`config.mk`:
```
export PLATFORM = sky130hd
export DESIGN_NAME = tec_counter
export DESIGN_NICKNAME = d
export VERILOG_FILES = /design/src/rtl/tec_pkg.sv /design/src/rtl/tec_prescaler.sv /design/src/rtl/tec_preload_mem.sv /design/src/rtl/tec_counter.sv
export VERILOG_INCLUDE_DIRS = /design/src /design/src/rtl
export SDC_FILE = /design/constraint.sdc
export NUM_CORES = 1
export LEC_CHECK = 0
export ABC_AREA = 1
export BUFFER_PORTS_ARGS = -buffer_cell sky130_fd_sc_hd__buf_2
export CAP_MARGIN = 20
export CORE_MARGIN = 2
export CORE_UTILIZATION = 52
export DETAILED_ROUTE_END_ITERATION = 12
export GPL_TIMING_DRIVEN = 0
export PLACE_DENSITY_LB_ADDON = 0.08
export SLEW_MARGIN = 15
export SYNTH_ARGS = -nofsm -noshare
export SYNTH_HDL_FRONTEND = slang
export SYNTH_HIERARCHICAL = 1
export SYNTH_SLANG_ARGS = --single-unit
export TNS_END_PERCENT = 20
```
`constraint.sdc`:
```
create_clock -name mclk -period 2 [get_ports mclk]
set_clock_uncertainty 0.2 [all_clocks]
set_input_delay 0 -clock mclk [delete_from_list [all_inputs] [get_ports mclk]]
set_output_delay 0 -clock mclk [all_outputs]
set_load 0.005 [all_outputs]
```
`src/rtl/tec_consts.svh`:
```
// register offsets, field positions, reset values and codes of the event counter
`ifndef TEC_CONSTS_SVH
`define TEC_CONSTS_SVH
`define TEC_OFS_COUNT      4'h0
`define TEC_OFS_CTRL       4'h4
`define TEC_OFS_PRELOAD    4'h8
`define TEC_OFS_STATUS     4'hC
`define TEC_CTRL_RESET     8'h08
`define TEC_MODE_HI        7
`define TEC_MODE_LO        6
`define TEC_SRC_BIT        5
`define TEC_EN_BIT         4
`define TEC_EDGE_BIT       3
`define TEC_PSC_HI         2
`define TEC_MODE_NONE      2'h0
`define TEC_MODE_EVENT     2'h1
`define TEC_MODE_TIMER     2'h2
`define TEC_MODE_PULSE     2'h3
`define TEC_FULL           8'hFF
`define TEC_ZERO8          8'h00
`define TEC_ONE8           8'h01
`define TEC_PSC_ONES       7'h7F
`endif

```
`src/rtl/tec_pkg.sv`:
```
// types of the event counter
package tec_pkg;
  typedef enum logic [1:0] {
    TEC_CAP_IDLE,
    TEC_CAP_ARMED,
    TEC_CAP_RUN
  } tec_cap_t;
endpackage

```
`src/rtl/tec_prescaler.sv`:
```
// power of two prescaler producing a one-cycle tick enable
`include "tec_consts.svh"
module tec_prescaler
  import tec_pkg::*;
(
  input  wire logic       mclk,
  input  wire logic       rst_n,
  input  wire logic       clk_en,
  input  wire logic       clear,
  input  wire logic [2:0] rate,
  output logic            tick
);
  logic [6:0] div_q;
  logic [6:0] mask;

  assign mask = 7'(`TEC_PSC_ONES >> (3'h7 - rate));

  always_ff @(posedge mclk or negedge rst_n) begin
    if (!rst_n) begin
      div_q <= 7'h00;
    end else if (clear) begin
      div_q <= 7'h00;
    end else if (clk_en) begin
      div_q <= (div_q & mask) == mask ? 7'h00 : div_q + 7'h01;
    end
  end

  // a tick every 2^rate source pulses
  assign tick = clk_en && ((div_q & mask) == mask);
endmodule // tec_prescaler

```
`src/rtl/tec_preload_mem.sv`:
```
// preload storage with registered read port, left unreset on purpose
`include "tec_consts.svh"
module tec_preload_mem
  import tec_pkg::*;
(
  input  wire logic       mclk,
  input  wire logic       wr_en,
  input  wire logic [7:0] wr_data,
  output logic      [7:0] rd_data
);
  logic [7:0] word_q;

  always_ff @(posedge mclk) begin
    if (wr_en) begin
      word_q <= wr_data;
    end
  end

  always_ff @(posedge mclk) begin
    rd_data <= wr_en ? wr_data : word_q;
  end
endmodule // tec_preload_mem

```
`src/rtl/tec_counter.sv`:
```
// 8-bit timer / event counter with Wishbone register access
`include "tec_consts.svh"
////////////////////////////////////////////////////////////////////////////////
// How it works
// RULE_01: control bits 7:6 pick mode: none, event, interval timer, pulse capture.
// RULE_02: timer and capture modes count internal ticks; event mode counts pin edges.
// RULE_03: control bit 5 picks system clock (0) or slow crystal clock (1).
// RULE_04: enabled pulse width modulator forces the system clock as prescaler input.
// RULE_05: control bit 4 runs the counter; cleared, the count holds.
// RULE_06: control bits 2:0 divide the prescaler input by two to that power.
// RULE_07: external pin edges are never divided by the prescaler.
// RULE_08: event mode counts rising edges when bit 3 is 0, falling when 1.
// RULE_09: capture mode edge 0 starts on fall, stops on rise; 1 the reverse.
// RULE_10: count grows by exactly one per selected tick or edge while enabled.
// RULE_11: passing FFH raises interrupt request, reloads preload, keeps counting.
// RULE_12: preload write while disabled is copied at once into the count.
// RULE_13: preload write while enabled waits for the next overflow reload.
// RULE_14: reading the timer register returns the live count.
// RULE_15: preload has no reset value; unknown until written.
// RULE_16: software clears preload to zero for the full 256-count range.
// RULE_17: in capture mode the enable only arms; first active edge starts counting.
// RULE_18: capture ends at idle level; hardware clears enable, later edges ignored.
// RULE_19: event mode keeps counting during sleep; overflow signals wake-up.
// RULE_20: timer pin is synchronised and edge detected, one event per transition.
module tec_counter
  import tec_pkg::*;
(
  input  wire logic        mclk,
  input  wire logic        resetn,
  input  wire logic        sys_tick,
  input  wire logic        low_speed_crystal_clock,
  input  wire logic        pwm_enabled,
  input  wire logic        ext_timer_input,
  input  wire logic        wb_cyc_i,
  input  wire logic        wb_stb_i,
  input  wire logic        wb_we_i,
  input  wire logic [3:0]  wb_adr_i,
  input  wire logic [3:0]  wb_sel_i,
  input  wire logic [31:0] wb_dat_i,
  output logic      [31:0] wb_dat_o,
  output logic             wb_ack_o,
  output logic             timer_irq,
  output logic             wake_req
);
  //////////////////////////////////////////////////////////////////////////////
  // reset release
  logic rst_meta_q;
  logic rst_n;

  always_ff @(posedge mclk or negedge resetn) begin
    if (!resetn) begin
      rst_meta_q <= 1'b0;
      rst_n      <= 1'b0;
    end else begin
      rst_meta_q <= 1'b1;
      rst_n      <= rst_meta_q;
    end
  end

  //////////////////////////////////////////////////////////////////////////////
  // state
  logic [7:0] count_q;
  logic [7:0] ctrl_q;
  logic [7:0] preload_rd;
  logic       ovf_flag_q;
  logic       pin_s1_q;
  logic       pin_s2_q;
  logic       pin_s3_q;
  logic       slow_s1_q;
  logic       slow_s2_q;
  logic       slow_s3_q;
  tec_cap_t   cap_q;

  //////////////////////////////////////////////////////////////////////////////
  // bus decode
  wire        bus_req   = wb_cyc_i && wb_stb_i && !wb_ack_o;
  wire        bus_wr    = bus_req && wb_we_i && wb_sel_i[0];
  wire        wr_count  = bus_wr && (wb_adr_i == `TEC_OFS_COUNT);
  wire        wr_ctrl   = bus_wr && (wb_adr_i == `TEC_OFS_CTRL);
  wire        wr_pre    = bus_wr && (wb_adr_i == `TEC_OFS_PRELOAD);
  wire        wr_stat   = bus_wr && (wb_adr_i == `TEC_OFS_STATUS);
  wire  [7:0] wr_byte   = wb_dat_i[7:0];

  //////////////////////////////////////////////////////////////////////////////
  // control fields
  wire  [1:0] mode      = ctrl_q[`TEC_MODE_HI:`TEC_MODE_LO]; // RULE_01
  wire        src_slow  = ctrl_q[`TEC_SRC_BIT];
  wire        enable    = ctrl_q[`TEC_EN_BIT];
  wire        edge_sel  = ctrl_q[`TEC_EDGE_BIT];
  wire  [2:0] rate      = ctrl_q[`TEC_PSC_HI:0];
  wire        internal  = (mode == `TEC_MODE_TIMER) || (mode == `TEC_MODE_PULSE); // RULE_02

  //////////////////////////////////////////////////////////////////////////////
  // pin and slow clock synchronisers
  always_ff @(posedge mclk or negedge rst_n) begin
    if (!rst_n) begin
      pin_s1_q  <= 1'b0;
      pin_s2_q  <= 1'b0;
      pin_s3_q  <= 1'b0;
      slow_s1_q <= 1'b0;
      slow_s2_q <= 1'b0;
      slow_s3_q <= 1'b0;
    end else begin
      pin_s1_q  <= ext_timer_input; // RULE_20
      pin_s2_q  <= pin_s1_q;
      pin_s3_q  <= pin_s2_q;
      slow_s1_q <= low_speed_crystal_clock;
      slow_s2_q <= slow_s1_q;
      slow_s3_q <= slow_s2_q;
    end
  end

  wire        pin_rise  = pin_s2_q && !pin_s3_q; // RULE_20
  wire        pin_fall  = !pin_s2_q && pin_s3_q; // RULE_20
  wire        slow_tick = slow_s3_q && !slow_s2_q;
  // edge 0 selects rising for events, falling as capture start
  wire        evt_edge  = edge_sel ? pin_fall : pin_rise; // RULE_08
  wire        cap_start = edge_sel ? pin_rise : pin_fall; // RULE_09
  wire        cap_stop  = edge_sel ? pin_fall : pin_rise; // RULE_09

  //////////////////////////////////////////////////////////////////////////////
  // prescaler
  wire        use_slow  = src_slow && !pwm_enabled; // RULE_03 RULE_04
  wire        psc_src   = use_slow ? slow_tick : sys_tick;
  logic       psc_tick;

  tec_prescaler u_psc (
    .mclk   (mclk),
    .rst_n  (rst_n),
    .clk_en (psc_src && internal),
    .clear  (wr_ctrl),
    .rate   (rate), // RULE_06
    .tick   (psc_tick)
  );

  //////////////////////////////////////////////////////////////////////////////
  // preload storage
  tec_preload_mem u_pre (
    .mclk    (mclk),
    .wr_en   (wr_pre), // RULE_15
    .wr_data (wr_byte),
    .rd_data (preload_rd)
  );

  // reload and readback both use the unreset preload storage

  //////////////////////////////////////////////////////////////////////////////
  // capture sequencer
  wire        cap_mode  = mode == `TEC_MODE_PULSE;
  wire        cap_end   = cap_mode && (cap_q == TEC_CAP_RUN) && cap_stop;

  always_ff @(posedge mclk or negedge rst_n) begin
    if (!rst_n) begin
      cap_q <= TEC_CAP_IDLE;
    end else begin
      case (cap_q)
        TEC_CAP_IDLE:  cap_q <= (cap_mode && enable) ? TEC_CAP_ARMED : TEC_CAP_IDLE;
        TEC_CAP_ARMED: begin
          if (!(cap_mode && enable)) cap_q <= TEC_CAP_IDLE;
          else if (cap_start) cap_q <= TEC_CAP_RUN; // RULE_17
        end
        TEC_CAP_RUN: begin
          if (!(cap_mode && enable) || cap_stop) cap_q <= TEC_CAP_IDLE; // RULE_18
        end
        default: cap_q <= TEC_CAP_IDLE;
      endcase
    end
  end

  //////////////////////////////////////////////////////////////////////////////
  // count step
  wire        run_timer = (mode == `TEC_MODE_TIMER) && enable && psc_tick;
  // capture counts only between start and stop, never in the stop cycle
  wire        run_cap   = cap_mode && enable && (cap_q == TEC_CAP_RUN) && !cap_stop && psc_tick;
  wire        run_evt   = (mode == `TEC_MODE_EVENT) && enable && evt_edge; // RULE_07
  wire        step      = run_timer || run_cap || run_evt; // RULE_05 RULE_10
  wire        overflow  = step && (count_q == `TEC_FULL);

  // a preload write in the same cycle as overflow reloads the new value
  wire  [7:0] reload    = wr_pre ? wr_byte : preload_rd;

  always_ff @(posedge mclk or negedge rst_n) begin
    if (!rst_n) begin
      count_q <= `TEC_ZERO8;
    end else begin
      if (wr_pre && !enable) count_q <= wr_byte; // RULE_12
      else if (wr_count) count_q <= wr_byte;
      else if (overflow) count_q <= reload; // RULE_11 RULE_13
      else if (step) count_q <= count_q + `TEC_ONE8; // RULE_10
    end
  end

  //////////////////////////////////////////////////////////////////////////////
  // control register and overflow flag
  always_ff @(posedge mclk or negedge rst_n) begin
    if (!rst_n) begin
      ctrl_q <= `TEC_CTRL_RESET;
    end else if (wr_ctrl) begin
      ctrl_q <= wr_byte;
    end else if (cap_end) begin
      ctrl_q[`TEC_EN_BIT] <= 1'b0; // RULE_18
    end
  end

  // set wins over a software clear in the same cycle
  always_ff @(posedge mclk or negedge rst_n) begin
    if (!rst_n) begin
      ovf_flag_q <= 1'b0;
    end else if (overflow) begin
      ovf_flag_q <= 1'b1;
    end else if (wr_stat && wr_byte[0]) begin
      ovf_flag_q <= 1'b0;
    end
  end

  always_ff @(posedge mclk or negedge rst_n) begin
    if (!rst_n) begin
      timer_irq <= 1'b0;
      wake_req  <= 1'b0;
    end else begin
      timer_irq <= overflow; // RULE_11
      wake_req  <= overflow && (mode == `TEC_MODE_EVENT); // RULE_19
    end
  end

  //////////////////////////////////////////////////////////////////////////////
  // bus read and acknowledge
  logic [7:0] rd_byte;

  always_comb begin
    case (wb_adr_i)
      `TEC_OFS_COUNT:   rd_byte = count_q; // RULE_14
      `TEC_OFS_CTRL:    rd_byte = ctrl_q;
      `TEC_OFS_PRELOAD: rd_byte = preload_rd;
      `TEC_OFS_STATUS:  rd_byte = {6'h00, cap_q == TEC_CAP_RUN, ovf_flag_q};
      default:          rd_byte = `TEC_ZERO8;
    endcase
  end

  always_ff @(posedge mclk or negedge rst_n) begin
    if (!rst_n) begin
      wb_ack_o <= 1'b0;
      wb_dat_o <= 32'h0000_0000;
    end else begin
      wb_ack_o <= bus_req;
      wb_dat_o <= bus_req && !wb_we_i ? {24'h00_0000, rd_byte} : 32'h0000_0000;
    end
  end
endmodule // tec_counter

```
== Word-level counts from Yosys, hierarchy flattened ==
Index checks and enable logic that the tools add are counted.
Operators by class
  $add $sub $neg: 3
  equal/unequal tests: 12
  shifts and indexed selects: 1
  mux-type cells: 22
  bitwise operators: 1
  reductions and logical operators: 49
Operators with widths (number)
  8-bit two-way mux: 6
  8-bit one-hot mux with 4 select lines: 1
  1-bit logical AND: 29
  7-bit two-way mux: 3
  1-bit zero test: 9
  8-bit by 1-bit adder with 8-bit output, second input constant: 1
  4-bit == test, second input constant: 2
  8-bit == test, second input constant: 1
  1-bit two-way mux: 8
  7-bit by 1-bit adder with 7-bit output, second input constant: 1
  7-bit bitwise AND: 1
  7-bit == test: 1
  7-bit by 3-bit >> shifter with 7-bit output, first input constant: 1
  2-bit == test, second input constant: 3
  2-bit two-way mux: 3
  2-bit one-hot mux with 3 select lines: 1
  2-bit nonzero test: 3
  2-bit by 1-bit == test with 1-bit output, second input constant: 2
  4-bit by 3-bit == test with 1-bit output, second input constant: 1
  4-bit zero test: 1
  1-bit logical OR: 4
  4-bit nonzero test: 1
  3-bit inequality test, second input constant: 1
  3-bit subtractor, first input constant: 1
  3 further kinds: 3
Word-level totals
  flip-flop bits (word level): 53
  input port bits: 49
  output and inout port bits: 35
  word-level logic and storage cells: 107

== Depth between registers and ports, before layout ==
Gate-level depths: netlist of run 1.
  word-level depth: 12
  mapped depth: 16
  gate-level depth less buffers: 16

== Cells and area by module ==
The synthesis of run 1 kept the hierarchy.
By module, submodules not included
  tec_counter: instances 1, cells an instance 291, area each 2244.7 µm², sequential area each 952.2 µm²
  tec_prescaler: instances 1, cells an instance 66, area each 483.0 µm², sequential area each 175.2 µm²
  tec_preload_mem: instances 1, cells an instance 8, area each 240.2 µm², sequential area each 240.2 µm²

== Worst setup path after synthesis of run 1 ==
OpenSTA, ideal clock, no wires.
  path type: register -> register
  start: register ctrl_q[5]
  end: register count_q[0]
  library setup time: 0.116 ns
  data arrival time: 1.640 ns
  required time: 1.684 ns
  path slack: 0.044 ns
  cell stages (with the launch flop): 14
  path buffers: 1
  period minus slack after synthesis: 1.956 ns
  path through: dfrtp_1 > inv_1 > o21ai_0 > a21oi_1 > nand3_2 > inv_1 > nand4_1 > nand3_2 > nor2_2 > buf_6 > nand2_1 > o21ai_1 > inv_1 > nand2_1
On the way
  cells in the longest elaborated chain, start to end: 11
  elaborated cells between the ends (all ways): 13
  classes of those cells: 4 x mux; 9 x reduce/logical
RTL lines
  start, declared: line tec_counter.sv:63  | logic [7:0] ctrl_q;
  start signal, assigned: line tec_counter.sv:197  | ctrl_q <= `TEC_CTRL_RESET;
  start signal, assigned: line tec_counter.sv:199  | ctrl_q <= wr_byte;
  1-bit logical AND (*): line tec_counter.sv:123  | wire use_slow = src_slow && !pwm_enabled;
  1-bit two-way mux (*): line tec_counter.sv:124  | wire psc_src = use_slow ? slow_tick : sys_tick;
  1-bit logical AND (*): line tec_counter.sv:130  | .clk_en (psc_src && internal),
  1-bit logical AND (*): line tec_prescaler.sv:29  | assign tick = clk_en && ((div_q & mask) == mask);
  via psc_tick: line tec_counter.sv:125  | logic psc_tick;
  1-bit logical AND (on tied branches): line tec_counter.sv:172, tec_counter.sv:174
  1-bit logical OR (*) (2 in series): line tec_counter.sv:176  | wire step = run_timer || run_cap || run_evt;
  1-bit logical AND: line tec_counter.sv:177  | wire overflow = step && (count_q == `TEC_FULL);
  8-bit two-way mux: line tec_counter.sv:188  | else if (overflow) count_q <= reload;
  8-bit two-way mux: line tec_counter.sv:187  | else if (wr_count) count_q <= wr_byte;
  8-bit two-way mux: line tec_counter.sv:186  | if (wr_pre && !enable) count_q <= wr_byte;
  end signal, assigned: line tec_counter.sv:186
  end signal, assigned: line tec_counter.sv:187
  end signal, assigned: line tec_counter.sv:188
  end, declared: line tec_counter.sv:62  | logic [7:0] count_q;
The timed path passes the listed nets; every way through them passes the cells marked *.
A chain may end at the register's enable or synchronous reset.

== Worst setup path after layout of run 1 ==
  start: register ctrl_q[1]
  end: register count_q[1]
On the way
  cells in the longest elaborated chain, start to end: 12
  elaborated cells between the ends (all ways): 14
  classes of those cells: 1 x add/sub; 1 x eq/ne; 1 x shift; 3 x mux; 1 x bitwise; 7 x reduce/logical
RTL lines
  3-bit subtractor (*): line tec_prescaler.sv:16  | assign mask = 7'(`TEC_PSC_ONES >> (3'h7 - rate));
  7-bit by 3-bit >> shifter with 7-bit output (no line) (*)
  7-bit bitwise AND: line tec_prescaler.sv:29
  7-bit == test (*): line tec_prescaler.sv:29
  1-bit logical AND (*): line tec_prescaler.sv:29
  via psc_tick: line tec_counter.sv:125
  1-bit logical AND (on tied branches): line tec_counter.sv:172, tec_counter.sv:174
  1-bit logical OR (*) (2 in series): line tec_counter.sv:176
  1-bit logical AND: line tec_counter.sv:177
  8-bit two-way mux: line tec_counter.sv:188
  8-bit two-way mux: line tec_counter.sv:187
  8-bit two-way mux: line tec_counter.sv:186
Marks and branches as above.

==> flow_summary.ini, run 1 <==
[die]
fp-row-count = 27
die_w_um = 79.5
core_sq_um = 5510
ios = 84
die_area_sq_um = 6330
die_y_um = 79.5
initial_core_util = 0.539

[final_layout]
ff_latch_area_sq_um = 1370
fillers = 452
most-common-layout-cells = 105 x nand2_1, 43 x inv_1, 42 x dfrtp_1
antenna_cells = 0
final_cell_count_no_fill = 539
syn2layout_area_growth_pct = 31.6
final_cell_area_sq_um = 3910
final_common_cell = nand2_1
multi_input_area_sq_um = 1380
nets = 517
fin_util = 0.709
drive_gt1_frac = 0.300

[setup_path]
start_kind = register
end_kind = register
cp.arrival_ps = 2210
path_max_fanout = 6
path_class = reg -> reg
worstPathRequired_ps = 2050

[place]
dpl-instance-area_sq_um = 3330
place_ws_ps = -224
portBuffers = 32
hpwl_um = 4820
dp_cells = 493
gp_congestion = 0.866

[global_routing]
grt_max_degree = 28
antenna_found_initial = 0
grt_overflow = 0
grt_pass1_vias = 2477
grt_pass1_wl_um = 11000
grt_util_all_layers = 0.225

[sta]
rsz0062_at_grt = true
hold_viol = 1
setup_slack_ps = -155
maxSlewHeadroom = 0.651
slew_violations = 0
period_needed_ps = 2150
fin_crit_sh = 1.08
fmax_mhz = 464
worstMarginPinSlew_ps = 522
hold_ws_ps = -14.8
setup_viol = 8
tns_ps = -1020

[synthesis]
synth_edf_count = 8
yosysSeqAreaShare = 0.461
netlist_instances = 365
synth_seq_cells = 53
yosysWarnings = 6
synthFlopType = dfrtp_1
synth_area_sq_um = 2970
avgSynthCellArea_sq_um = 8.13
synth.distinct_cells = 39
synthArstFlopShare = 0.849

[clock_network]
numClockSinks = 53
cts_root_buf = clkbuf_8
tritoncts.num_buffers = 5
clkLatencyLatePin_ps = 320
clockBufferDepth = 2
htreeDepth = 2
cts_tree = yes
clk_pin_slew_ps = 110

[min_path]
hold_path_class = in -> reg

[route]
vias = 2635
drc = 0
wire_per_inst_um = 12.9
dr.pass1.iters = 4
ant_nets = 0
drt-initial-drc-count = 208
viasPerCell = 4.89
totalWireLength_um = 6930

[power]
power_density_nw_per_um2 = 700
p_leak_nw = 2.05
intPower_mw = 1.87
p_seq_frac = 0.472
ir_drop_mv = 0.408
switchingPower_uw = 863
comb_power_share = 0.247
clkPwrFrac = 0.281
switching_share = 0.316

[flow_run]
maxCapViolations = 0

[run_status]
violations = negative hold slack, negative setup slack
outcome = complete, but fails checks
repair_timing:
action / CTS / global route
endpoints found under the setup margin: 15 / 16
gates cloned: 1 / 0
pin swaps: 6 / 9
buffers inserted: 9 / 6
hold buffers: 22 / 0
hold endpoints to repair: 39 / 0
gates resized for setup: 7 / 26
critical path, stage by stage (launching register included):
cell and delay, ps:
dfrtp_2 450, nor2_4 120, nand2_2 60, nand2_1 60, nand2_1 80, nor2_2 140, nand3_2 90, inv_2 80
nand4_1 120, nand3_4 220, buf_12 130, nand2_1 50, inv_2 120, nand3_1 90, nand2_1 60
power groups by stage:
stage | registers (mW) | logic (mW) | clock network [mW]
2_1_floorplan | 1.29 | 0.419 | 0
3_3_place_gp | 1.32 | 0.510 | 0
3_5_place_dp | 1.31 | 0.537 | 0
4_1_cts | 1.28 | 0.615 | 0.777
5_1_grt | 1.30 | 0.765 | 0.814
6_report | 1.29 | 0.674 | 0.769
stage by stage:
step	power (mW)	hold slack [ps]
after CTS	2.67	18.7
after global placement	1.83	-415
after detailed placement	1.85	-414
after global routing	2.88	23.4
after floorplan	1.70	-496
final	2.73	-14.8
logic make-up (layout without fill, tap and decap cells):
group                    count (synthesis)  in the layout  share of synthesized area
XOR/XNOR                                 8              8                     0.0236
AND/OR/NAND/NOR                        189            189                      0.300
adder cells (fa/ha/maj)                  2              2                    0.00843
buffers and inverters                   81            160                      0.136
other                                    2             25                    0.00253
flip-flops                              53             53                      0.461
AO/OA/AOI/OAI                           30             30                     0.0683
sequential cells by signal (all words and copies together), names as in the netlist, 2 cells and up:
register,cells
cap_q,2
u_pre/rd_data,8
u_psc/div_q,7
wb_dat_o,8
count_q,8
ctrl_q,8
Yosys cell counts, types with 2 or more instances:
cell type	count	area [sq um]
ha_1	2	25.0
nand2_4	3	33.8
nor2_2	6	37.5
nand4_1	7	43.8
nand2_2	5	31.3
nor2_1	17	63.8
nand3_1	23	115
nand3b_1	2	15.0
nand2_1	112	420
xor2_1	7	61.3
inv_2	7	26.3
conb_1	2	7.51
buf_2	2	10.0
o21ai_0	13	65.1
inv_1	47	176
o221ai_1	4	35.0
nor2_4	2	22.5
edfxtp_1	8	240
dfrtp_1	44	1100
a21oi_1	2	10.0
nand3_2	6	60.1
buf_4	24	180
nor3_1	4	20.0
routing by layer:
metal  vias to the layer above  global-route usage  share of wire
li1                       1310                   -              -
met1                      1226               0.288           0.44
met2                        85               0.388           0.49
met3                        14              0.0317          0.053
met4                         0              0.0793          0.016
met5                         -                   0              0
cell type report:
class                           instances  share of cell area
Multi-Input combinational cell        254               0.354
Inverter                               54              0.0519
Buffer                                 27              0.0532
Clock inverter                          3              0.0122
Tap cell                               72              0.0231
Timing Repair Buffer                   71               0.137
Clock buffer                            5              0.0176
Sequential cell                        53               0.351
path summary, 6_finish.rpt:
kind | cells past startpoint | slack, ps | to | from
max reg2reg | 14 | -150 | count_q[1] | ctrl_q[1]
max in group asynchronous | 1 | 1120 | count_q[0] | rst_n
min in group asynchronous | 0 | 0 | pin_s2_q | rst_n
max | 14 | -150 | count_q[1] | ctrl_q[1]
min | 6 | -10 | ovf_flag_q | wb_sel_i[0]
min reg2reg | 0 | 0 | pin_s2_q | rst_n
(Power assumes the default switching activity.)
==> run 2, diff against run 1 <==
SKIP_CTS_REPAIR_TIMING = 1   (was not set)
SYNTH_HIERARCHICAL = not set   (was 1)
==> flow_summary.ini, run 2 <==
[sta]
rsz0062_at_grt = true
hold_ws_ps = -22.2
setup_viol = 0
slew_violations = 0
tns_ps = 0
maxSlewHeadroom = 0.667
fin_crit_sh = 0.980
fmax_mhz = 510
worstMarginPinSlew_ps = 495
period_needed_ps = 1960
hold_viol = 9

[synthesis]
synth_area_sq_um = 2870
synth_common_cells = 87 x nand2_1, 49 x inv_1, 44 x dfrtp_1
synth_fa_ha_area_frac = 0.00872
netlist_instances = 358
yosysWarnings = 0
synth-simple-area-share = 0.273
synth_area_leaders = dfrtp_1 38%, nand2_1 11%, inv_1 6.4%
synth_top_cell_by_area = dfrtp_1
synthMostInstantiatedCell = nand2_1
synth_compound_area_frac = 0.0985
muxShareOfSynthArea = 0
synth.top_cell.area_share = 0.384
synth_top_family_by_area = simple AND/OR/NAND/NOR gates
avgSynthCellArea_sq_um = 8.02
synth.distinct_cells = 42
synth_xor_area_frac = 0.0214
synthArstFlopShare = 0.849
synth_edf_count = 0
synth_seq_cells = 53
synthFlopType = dfrtp_1
yosysSeqAreaShare = 0.449

[clock_network]
tritoncts.num_buffers = 5
clk_pin_slew_ps = 100
numClockSinks = 53
htreeDepth = 2
cts_tree = yes
clockBufferDepth = 2
cts_root_buf = clkbuf_8
clkLatencyLatePin_ps = 310

[setup_path]
cp.arrival_ps = 1970
r2r-end = count_q[3]
path_max_fanout = 8
path_class = reg -> reg
crit_path_start = count_q[0]
regToRegStartpoint = count_q[0]
worstPathRequired_ps = 2010
end_kind = register
crit_end = count_q[3]
reg2reg_setup_slack_ps = 40
start_kind = register
ff2ff_path_depth = 10

[route]
viasPerCell = 4.74
dr.pass1.iters = 4
totalWireLength_um = 6090
ant_nets = 0
drc = 0
vias = 2522
top_layer_used = met4
met1_length_um = 2910
drt-initial-drc-count = 150
dr_wl_met2_um = 2760
wire_per_inst_um = 11.4
wl_met3_um = 346

[min_path]
hold_path_class = in -> reg
min_path_cells = 6

[power]
clkPwrFrac = 0.246
fin_total_pwr_mw = 2.58
switchingPower_uw = 829
p_seq_frac = 0.518
intPower_mw = 1.75
p_leak_nw = 1.99
comb_power_share = 0.236
ir_drop_mv = 0.389
power_density_nw_per_um2 = 693
switching_share = 0.321

[global_routing]
grt_pass1_wl_um = 9560
grt_overflow = 0
antenna_found_initial = 0
grt_max_degree = 28
grt_pass1_vias = 2114
grt_util_all_layers = 0.197

[place]
hpwl_um = 4530
portBuffers = 32
gp_congestion = 0.893
dp_cells = 486

[flow_run]
maxCapViolations = 0

[die]
core_sq_um = 5410
ios = 84
die_w_um = 78.3
die_y_um = 78.3
die_area_sq_um = 6130
initial_core_util = 0.531
fp-row-count = 27

[final_layout]
syn2layout_area_growth_pct = 29.7
antenna_cells = 0
nets = 510
most-common-layout-cells = 82 x nand2_1, 48 x inv_1, 43 x dfrtp_1
fin_util = 0.689
ff_latch_area_sq_um = 1290
multi_input_area_sq_um = 1300
final_common_cell = nand2_1
fillers = 451
final_cell_count_no_fill = 532
drive_gt1_frac = 0.289

[run_status]
outcome = complete, but fails checks
violations = negative hold slack
==> run 2: cell types whose count changed after synthesis, moves of 4 or more <==
cell	change
nor2_1	-4
clkinv_1	+4
o21ai_1	+4
edfxtp_1	-8
dfxtp_1	+8
o21ai_2	+4
nand3_1	+12
nand4_1	-4
nand2_1	-25
nor2_2	-4
==> run 2: power groups by stage <==
stage / Sequential [mW] / Clock [mW] / Combinational (mW)
after detailed placement: 1.36 / 0 / 0.526
after global placement: 1.36 / 0 / 0.501
after CTS: 1.33 / 0.654 / 0.529
final: 1.34 / 0.634 / 0.609
after global routing: 1.35 / 0.706 / 0.707
after floorplan: 1.33 / 0 / 0.409
==> run 2: final cells by class <==
cell class | count | area share
Timing Repair Buffer | 70 | 0.140
Inverter | 60 | 0.0629
Clock inverter | 3 | 0.00706
Sequential cell | 53 | 0.346
Tap cell | 72 | 0.0242
Clock buffer | 5 | 0.0185
Buffer | 26 | 0.0524
Multi-Input combinational cell | 243 | 0.349
==> run 2: cell families after synthesis <==
kind of cell / count (synthesis)
adders and majority gates: 2
xor gates and xnor gates: 7
other: 2
and+or+nand+nor: 164
AOI/OAI and AO/OA: 44
DFF: 53
buffers and inverters: 86
==> run 2: worst min path at each step <==
stage                start           to  slack [ps]
5_1_grt        wb_adr_i[2]   ovf_flag_q           9
3_3_place_gp        resetn   rst_meta_q        -410
2_1_floorplan       resetn   rst_meta_q        -500
3_5_place_dp        resetn   rst_meta_q        -410
4_1_cts             resetn        rst_n        -760
6_report          wb_cyc_i  wb_dat_o[0]         -20
==> run 2: worst max-delay path, cell delays in order (launching register included) <==
cell and delay [ps]:
dfrtp_1 440, ha_2 230, nand3_2 110, nor2_4 150
nand4_1 140, clkinvlp_4 230, nand2_4 100, nand2_2 70
nand3_2 70, nand2_1 70, nand2_1 50
==> run 2: metal layers <==
layer | vias up | global-route usage
met3 | 8 | 0.0414
met4 | 0 | 0.0544
met1 | 1148 | 0.266
met2 | 68 | 0.324
met5 | - | 0
li1 | 1298 | -
==> run 2: stage by stage <==
stage,setup WS (ps),cell area [sq um]
floorplan,209,2960
global placement,-52.9,3210
detailed placement,11.0,3230
CTS,-8.33,3320
global route,-134,3720
finish,39.8,3720
